### src/sesr_params.svh
// Offsets, field positions and reset values of the secondary severity block
`ifndef SESR_PARAMS_SVH
`define SESR_PARAMS_SVH
`define SESR_SEVERITY_OFFSET 12'h134
`define SESR_POINTER_OFFSET 12'h138
`define SESR_SEVERITY_RESET 32'h00001340
`define SESR_POINTER_RESET 32'h00000000
`define SESR_SEVERITY_WMASK 32'h00003FEE
`define SESR_ACTIVE_MASK 32'h00001E8C
`define SESR_PTR_MSB 4
`define SESR_BIT_PCIX_INTERNAL 13
`define SESR_BIT_SERR 12
`define SESR_BIT_PERR 11
`define SESR_BIT_DISCARD 10
`define SESR_BIT_ADDR 9
`define SESR_BIT_ATTR 8
`define SESR_BIT_DATA 7
`define SESR_BIT_SPLIT_MSG 6
`define SESR_BIT_SPLIT_UNEXP 5
`define SESR_BIT_MABORT 3
`define SESR_BIT_TABORT 2
`define SESR_BIT_SPLIT_MABORT 1
`endif

### src/sesr_pkg.sv
// Types shared by the secondary severity block
package sesr_pkg;
  typedef logic [31:0] sesr_word_t;
  typedef logic [11:0] sesr_addr_t;
  typedef logic [4:0] sesr_ptr_t;
  typedef enum logic [1:0] {SESR_IDLE, SESR_HELD} sesr_ptr_state_t;
endpackage : sesr_pkg

### src/sesr_cfg_if.sv
// Configuration write carrier between the top and the severity store
`timescale 1ns/1ps
interface sesr_cfg_if;
  import sesr_pkg::*;
  logic wr_en;
  sesr_word_t wr_data;
  logic [3:0] wr_be;
  sesr_word_t severity;
  modport ctrl (output wr_en, output wr_data, output wr_be, input severity);
  modport store (input wr_en, input wr_data, input wr_be, output severity);
endinterface : sesr_cfg_if

### src/sesr_first_ptr.sv
// First error pointer capture
`timescale 1ns/1ps
`include "sesr_params.svh"
module sesr_first_ptr
  import sesr_pkg::*;
(
  // Clock and reset
  input wire logic clk,
  input wire logic rst_any,
  // Error events and status
  input wire logic [31:0] err_event,
  input wire logic [31:0] status_pending,
  // Pointer
  output sesr_ptr_t ptr
);
  sesr_ptr_state_t state_reg;
  sesr_ptr_t ptr_reg;
  sesr_ptr_t ptr_next;
  logic any_event;
  logic ptr_released;
  // Lowest set bit wins when several classes fire together
  always_comb
  begin
    ptr_next = ptr_reg;
    for (int i = 31; i >= 0; i--)
      if (err_event[i])
        ptr_next = 5'(i);
  end
  assign any_event = |err_event;
  assign ptr_released = !status_pending[ptr_reg];
  always_ff @(posedge clk)
  begin
    if (rst_any)
    begin
      state_reg <= SESR_IDLE;
      ptr_reg <= 5'h00;
    end
    else
    begin
      unique case (state_reg)
        SESR_IDLE:
          if (any_event)
          begin
            ptr_reg <= ptr_next;
            state_reg <= SESR_HELD;
          end
        SESR_HELD:
          // Held until software clears that status bit
          if (ptr_released && !any_event)
            state_reg <= SESR_IDLE;
          else if (ptr_released)
            ptr_reg <= ptr_next;
      endcase
    end
  end
  assign ptr = ptr_reg;
endmodule : sesr_first_ptr

### src/sesr_severity_store.sv
// Severity register storage with writable mask
`timescale 1ns/1ps
`include "sesr_params.svh"
module sesr_severity_store
  import sesr_pkg::*;
(
  // Clock and reset
  input wire logic clk,
  input wire logic rst_any,
  // Write port
  sesr_cfg_if.store cfg
);
  sesr_word_t sev_reg;
  sesr_word_t sev_next;
  sesr_word_t be_mask;
  genvar g;
  generate
    for (g = 0; g < 4; g++)
    begin : g_be
      assign be_mask[g*8 +: 8] = {8{cfg.wr_be[g]}};
    end
  endgenerate
  // Reserved bits never take a write
  assign sev_next = (sev_reg & ~(be_mask & `SESR_SEVERITY_WMASK)) |
                    (cfg.wr_data & be_mask & `SESR_SEVERITY_WMASK);
  always_ff @(posedge clk)
  begin
    if (rst_any)
      sev_reg <= `SESR_SEVERITY_RESET;
    else if (cfg.wr_en)
      sev_reg <= sev_next;
  end
  assign cfg.severity = sev_reg;
endmodule : sesr_severity_store

### src/sesr_top.sv
// Secondary uncorrectable error severity and first error pointer registers
`timescale 1ns/1ps
`include "sesr_params.svh"
// Functional notes
// - Registers at 134h and 138h, 32 bits
// - Severity one reports error as fatal
// - Severity zero reports error as nonfatal
// - Bits 12,11,10,9,7,3,2 map error classes
// - Severity resets to 0000 1340h
// - PCI-X bits read/write, no effect
// - Bits 31:14, 4, 0 read zero
// - Pointer bits 4:0 name first error
// - Pointer register read-only, upper bits zero
// - Link, global, power-on resets restore defaults
module sesr_top
(
  // Clock and resets
  input wire logic clk,
  input wire logic srst,
  input wire logic link_reset,
  input wire logic global_reset_input,
  input wire logic power_on_reset,
  // Configuration access
  input wire logic cfg_rd,
  input wire logic cfg_wr,
  input wire sesr_pkg::sesr_addr_t cfg_addr,
  input wire sesr_pkg::sesr_word_t cfg_wdata,
  input wire logic [3:0] cfg_be,
  output sesr_pkg::sesr_word_t cfg_rdata,
  output logic cfg_rd_valid,
  // Secondary error events and status
  input wire logic [31:0] err_event,
  input wire logic [31:0] status_pending,
  // Error message requests
  output logic msg_fatal,
  output logic msg_nonfatal,
  // Pointer view
  output sesr_pkg::sesr_ptr_t first_fault_pointer
);
  import sesr_pkg::*;
  sesr_cfg_if cfg ();
  logic rst_any;
  logic hit_sev;
  logic hit_ptr;
  sesr_ptr_t ptr;
  sesr_word_t sev_active;
  sesr_word_t sev_view;
  sesr_word_t rdata_next;
  logic fatal_next;
  logic nonfatal_next;
  sesr_word_t cfg_rdata_reg;
  logic cfg_rd_valid_reg;
  logic msg_fatal_reg;
  logic msg_nonfatal_reg;
  sesr_ptr_t ptr_out_reg;
  logic internal_fault_severity;
  logic system_fault_seen_severity;
  logic parity_fault_seen_severity;
  logic delayed_txn_expiry_severity;
  logic address_fault_severity;
  logic attribute_fault_severity;
  logic data_fault_severity;
  logic split_msg_fault_severity;
  logic unexpected_split_severity;
  logic initiator_abort_severity;
  logic responder_abort_severity;
  logic split_initiator_abort_severity;
  assign rst_any = srst | link_reset | global_reset_input |
                   power_on_reset;
  assign hit_sev = (cfg_addr == `SESR_SEVERITY_OFFSET);
  assign hit_ptr = (cfg_addr == `SESR_POINTER_OFFSET);
  // Pointer register has no write path
  assign cfg.wr_en = cfg_wr & hit_sev;
  assign cfg.wr_data = cfg_wdata;
  assign cfg.wr_be = cfg_be;
  sesr_severity_store u_store (
    .clk(clk),
    .rst_any(rst_any),
    .cfg(cfg.store)
  );
  sesr_first_ptr u_ptr (
    .clk(clk),
    .rst_any(rst_any),
    .err_event(err_event),
    .status_pending(status_pending),
    .ptr(ptr)
  );
  // Named views of the severity fields
  assign internal_fault_severity = cfg.severity[`SESR_BIT_PCIX_INTERNAL];
  assign system_fault_seen_severity = cfg.severity[`SESR_BIT_SERR];
  assign parity_fault_seen_severity = cfg.severity[`SESR_BIT_PERR];
  assign delayed_txn_expiry_severity = cfg.severity[`SESR_BIT_DISCARD];
  assign address_fault_severity = cfg.severity[`SESR_BIT_ADDR];
  assign attribute_fault_severity = cfg.severity[`SESR_BIT_ATTR];
  assign data_fault_severity = cfg.severity[`SESR_BIT_DATA];
  assign split_msg_fault_severity = cfg.severity[`SESR_BIT_SPLIT_MSG];
  assign unexpected_split_severity = cfg.severity[`SESR_BIT_SPLIT_UNEXP];
  assign initiator_abort_severity = cfg.severity[`SESR_BIT_MABORT];
  assign responder_abort_severity = cfg.severity[`SESR_BIT_TABORT];
  assign split_initiator_abort_severity =
    cfg.severity[`SESR_BIT_SPLIT_MABORT];
  // PCI-X classes never reach the bridge, so their bits are dropped
  assign sev_active = {18'h00000, 1'b0,
                       system_fault_seen_severity,
                       parity_fault_seen_severity,
                       delayed_txn_expiry_severity,
                       address_fault_severity,
                       1'b0,
                       data_fault_severity,
                       3'h0,
                       initiator_abort_severity,
                       responder_abort_severity,
                       2'h0};
  // Fatal where severity set
  assign fatal_next = |(err_event & sev_active);
  // Nonfatal where severity clear
  assign nonfatal_next = |(err_event & ~sev_active & `SESR_ACTIVE_MASK);
  // Read-back built from the named fields, reserved bits tied low
  assign sev_view = {18'h00000,
                     internal_fault_severity,
                     system_fault_seen_severity,
                     parity_fault_seen_severity,
                     delayed_txn_expiry_severity,
                     address_fault_severity,
                     attribute_fault_severity,
                     data_fault_severity,
                     split_msg_fault_severity,
                     unexpected_split_severity,
                     1'b0,
                     initiator_abort_severity,
                     responder_abort_severity,
                     split_initiator_abort_severity,
                     1'b0};
  // Unmapped offsets read zero
  assign rdata_next = hit_sev ? sev_view :
                      hit_ptr ? {27'h0000000, ptr} : 32'h00000000;
  always_ff @(posedge clk)
  begin
    if (rst_any)
    begin
      cfg_rdata_reg <= 32'h00000000;
      cfg_rd_valid_reg <= 1'b0;
      msg_fatal_reg <= 1'b0;
      msg_nonfatal_reg <= 1'b0;
      ptr_out_reg <= 5'h00;
    end
    else
    begin
      cfg_rd_valid_reg <= cfg_rd;
      if (cfg_rd)
        cfg_rdata_reg <= rdata_next;
      msg_fatal_reg <= fatal_next;
      msg_nonfatal_reg <= nonfatal_next;
      ptr_out_reg <= ptr;
    end
  end
  assign cfg_rdata = cfg_rdata_reg;
  assign cfg_rd_valid = cfg_rd_valid_reg;
  assign msg_fatal = msg_fatal_reg;
  assign msg_nonfatal = msg_nonfatal_reg;
  assign first_fault_pointer = ptr_out_reg;
endmodule : sesr_top

### config.mk
export PLATFORM = sky130hd
export DESIGN_NAME = sesr_top
export DESIGN_NICKNAME = d
export VERILOG_FILES = /design/src/sesr_pkg.sv /design/src/sesr_cfg_if.sv /design/src/sesr_first_ptr.sv /design/src/sesr_severity_store.sv /design/src/sesr_top.sv
export VERILOG_INCLUDE_DIRS = /design/src
export SDC_FILE = /design/constraint.sdc
export NUM_CORES = 1
export LEC_CHECK = 0
export ABC_AREA = 1
export ABC_CLOCK_PERIOD_IN_PS = 2400
export BUFFER_PORTS_ARGS = -buffer_cell sky130_fd_sc_hd__buf_2
export CORE_MARGIN = 2
export CORE_UTILIZATION = 44
export CTS_CLUSTER_DIAMETER = 50
export DETAILED_ROUTE_END_ITERATION = 8
export GPL_TIMING_DRIVEN = 0
export PLACE_DENSITY = 0.79
export SYNTH_ARGS = -nofsm -noshare
export SYNTH_HDL_FRONTEND = slang
export SYNTH_HIERARCHICAL = 1
export SYNTH_SLANG_ARGS = --single-unit
### constraint.sdc
create_clock -name clk -period 2.4 [get_ports clk]
set_clock_uncertainty 0.15 [all_clocks]
set_input_delay 0 -clock clk [delete_from_list [all_inputs] [get_ports clk]]
set_output_delay 0 -clock clk [all_outputs]
set_load 0.01 [all_outputs]
* Yosys cells after proc, flatten, opt, wreduce, memory -nomap -nowiden
Index checks and enable logic that the tools add are counted.
Cells by class: $lt $le $gt $ge 1, equal/unequal tests 7, multiplexer cells 43, bitwise operators 11, reduce and logical (&&, ||, !) cells 9
Operator list (number):
- $mux W5 | 36
- $reduce_or A32 Y1 | 2
- $and A32 B13 Y32 | 1
- $and A32 B32 Y32 | 1
- $not A14 Y32 | 1
- $or A32 B14 Y32 | 1
- $eq A12 B9 Y1 const B | 2
- $and A14 B14 Y14 | 1
- $mux W14 | 1
- $and A13 B13 Y13 | 1
- $not A13 Y13 | 1
- $pmux W5 S2 | 1
- $reduce_or A7 Y1 | 1
- $lt A5 B6 Y1 const B | 1
- $bmux W1 S5 | 1
- $mux W2 | 2
- $ne A2 B1 Y1 const B | 2
- $ne A2 B2 Y1 const B | 2
- $pmux W2 S2 | 1
- $or A1 B1 Y1 | 3
- $reduce_and A3 Y1 | 1
- $eq A2 B1 Y1 const B | 1
- $logic_not A1 Y1 | 2
- $logic_not A2 Y1 | 1
- other kinds (4) | 4
Word-level totals: bits in registers 79, bits of input ports 119, output and inout port bits 40, word-level logic and storage cells 79

* Logic depth before layout (Yosys ltp)
depth in word-level cells 35, gate-level depth with buffers 32, mapped depth without buffers 32

* Modules after synthesis
The synthesis kept the hierarchy.
By module, submodules not included:
- sesr_top | instances 1, cells an instance 159, area an instance 1177.4 um^2, sequential area each 440.4 um^2
- sesr_first_ptr | instances 1, cells an instance 186, area an instance 930.9 um^2, sequential area each 120.1 um^2
- sesr_severity_store | instances 1, cells an instance 90, area an instance 640.6 um^2, sequential area each 240.2 um^2

* Worst setup path before layout
No wires, ideal clock.
path kind register -> register, start register u_ptr.ptr_reg[0] (netlist: u_ptr/ptr[0]), end register u_ptr.ptr_reg[2] (netlist: u_ptr/ptr[2]), setup time 0.086 ns, arrival time 1.653 ns, data required time 2.164 ns, slack 0.511 ns, stages on the path, launching flop included 13, path buffers 2, period minus slack after synthesis 1.889 ns, path through dfxtp_1 > buf_4 > inv_2 > buf_2 > o21ai_1 > o22ai_1 > o21ai_0 > nand2_1 > o221ai_1 > nand2_4 > inv_2 > nor2_1 > a211oi_1
Between the ends: cells in the longest elaborated chain, start to end 6, elaborated cells on any way between the ends 7, those cells by class eq/ne: 2; mux: 2; reduce/logical: 3
Ends and longest elaborated chain:
- from (decl) | line sesr_first_ptr.sv:17 | sesr_ptr_t ptr_reg;
- from (signal assigned) | line sesr_first_ptr.sv:44 | ptr_reg <= ptr_next;
- from (signal assigned) | line sesr_first_ptr.sv:52 | ptr_reg <= ptr_next;
- $bmux W1 S5 * | line sesr_first_ptr.sv:30 | assign ptr_released = !status_pending[ptr_reg];
- $mux W1 (implied by the code) * | line sesr_first_ptr.sv:30
- $logic_not A1 Y1 | line sesr_first_ptr.sv:30
- $logic_and A1 B1 Y1 | line sesr_first_ptr.sv:49 | if (ptr_released && !any_event)
- $ne A2 B2 Y1 (no line)
- $reduce_and A3 Y1 (no line) *
Every way passes the cells marked *; elsewhere a longest branch is shown, timed or not. The select of a mux whose other input is x is not followed. A chain may end at the register's enable or synchronous reset.

* Worst setup path after layout
Same ends and word-level chain as after synthesis.

==> flow_summary.ini <==
[status]
status = completed

[critical_path]
crit_arrival_ps = 2250
criticalPathCategory = reg -> reg
start_kind = flop
rr_worst_depth = 12
crit_path_end_kind = flop
reg2reg_from = u_ptr/ptr[0]
crit_required_ps = 2460
r2r-end = u_ptr/ptr[2]
crit_path_max_fanout = 10
r2r_slack_ps = 200

[final_layout]
diodes = 0
drive_above_1_share_pct = 31.5
stdcell_area_mm2 = 0.00375
nNetsFinal = 703
n_fill_cell = 518
syn_to_final_growth_pct = 44.6

[clock_network]
cts.sinks = 40
clk_path_buf_depth = 2
root_buffer = clkbuf_8
cts.reportedPaths.clkPinSlew_ps = 80
cts_max_level = 2
cts_setup_buffers = 0
cts_tree = built
cts_buffers = 5
insertion_delay_ps = 290

[logic_synthesis]
syn_area_per_cell_um2 = 6.27
synth_warnings = 6
synth.cell_area_mm2 = 0.00259
syn_inst = 414

[placement]
io_buffers = 117
gp_congestion = 0.835
dp_hpwl_mm = 5.22
post_dp_cell_area_mm2 = 0.00333

[timing]
finalSetupViolCount = 0
min_period_over_period_pct = 91.5
final_max_slew_viol_count = 0
fmax_mhz = 455
final_hold_viol_count = 0
period_minus_slack_ps = 2200
tns_ps = 0
rsz0062_at_grt = false

[hold_path]
min_path_type = in -> reg
hold_path_depth = 4
hp-start = cfg_be[1]

[pwr]
ir_worst_vdd_uv = 323
p_leak_nw = 2.11
power.density_mw_per_mm2 = 406

[global_route]
grt_pass1_vias = 2772
grt_max_degree = 17
grt.total_usage_pct = 21.2
antenna_found_initial = 0
grt_overflow = 0
grt_first_pass_wirelength_mm = 11.0

[floorplanning]
io_pins = 159
start_util_pct = 46.3
die_h_um = 80.8
rows = 27
die_x_um = 80.8
die_area_mm2 = 0.00653
core_mm2 = 0.00561

[drt]
drt_iter0_markers = 121
highest_layer = met4
met1_length_mm = 2.96
dr_wl_met2_mm = 3.34
wire_per_inst_um = 10.6
routed-via-count = 2984
routed_wl_mm = 6.96
wl_met3_um = 476
dr.pass1.iters = 4
drc = 0
via_per_inst = 4.54
ant_nets = 0

[run]
cap_viol_max_count = 0
## how the worst max path moves through the flow
| stage | slack, ps | end | start |
|---|---|---|---|
| after floorplan | 510 | u_ptr/ptr[2] | u_ptr/ptr[0] |
| after global placement | 330 | u_ptr/ptr[2] | u_ptr/ptr[1] |
| after detailed placement | 270 | u_ptr/ptr[2] | u_ptr/ptr[0] |
| after CTS | 250 | u_ptr/ptr[2] | u_ptr/ptr[0] |
| after global routing | 70 | u_ptr/ptr[2] | u_ptr/ptr[0] |
| final | 200 | u_ptr/ptr[2] | u_ptr/ptr[0] |
## worst max-delay path, cell delays in order (launching register included)
cell and delay [ps]:
dfxtp_1 330, buf_4 160, inv_2 70, buf_2 180, o21ai_1 160, o22ai_1 100, o21ai_0 150, nand2_1 70
o221ai_1 300, nand2_4 130, inv_2 100, nor2_1 40, a211oi_1 170
## cell type report
class | instances | area, µm² | share of cell area, %
Buffer | 27 | 219 | 5.84
Clock buffer | 7 | 96.3 | 2.57
Clock inverter | 1 | 30.0 | 0.801
Inverter | 67 | 270 | 7.20
Multi-Input combinational cell | 297 | 1370 | 36.5
Sequential cell | 40 | 801 | 21.3
Tap cell | 72 | 90.1 | 2.40
Timing Repair Buffer | 146 | 876 | 23.3
## stage by stage
| stage | power (mW) | utilization (%) | setup slack (ps) | hold slack [ps] | cells |
|---|---|---|---|---|---|
| global route | 1.59 | 66.9 | 73.8 | 20.4 | 657 |
| CTS | 1.53 | 66.9 | 251 | 1.50 | 657 |
| floorplan | 0.808 | - | 511 | -15.1 | 431 |
| detailed placement | 0.911 | 59.5 | 271 | 76.1 | 620 |
| global placement | 0.906 | 59.5 | 331 | 74.0 | 620 |
| finish | 1.52 | 66.9 | 204 | 11.4 | 657 |
## routing by layer
layer  vias to the layer above  track usage [%]
li1                       1577                -
met1                      1274             23.6
met2                       113             40.3
met3                        20             3.89
met4                         0             7.12
met5                         -                0
## cell usage in the layout (no fill, tap or decap), drive strengths merged
cell / n
buf: 143
nand2: 119
o21bai: 1
o21ai: 19
o22ai: 7
and3: 1
a21oi: 8
nor4: 1
bufinv: 2
and2: 1
or2: 1
a211oi: 3
nor2: 79
clkinv: 1
conb: 18
a31oi: 2
o221ai: 5
dfxtp: 40
nand3: 32
dlygate4sd3: 29
inv: 65
clkbuf: 8
## power breakdown
group / switching [mW] / leakage (nW) / total [mW] / internal (mW)
combinational: 0.120 / 1.73 / 0.259 / 0.139
sequential: 0.00161 / 0.323 / 0.667 / 0.666
clock: 0.229 / 0.0645 / 0.596 / 0.367
## timing repair
action | CTS | global route
hold buffers | 29 | 0
gates resized for setup | 0 | 0
hold endpoints to repair | 24 | 0
No activity file was read; power rests on OpenSTA's default activity.
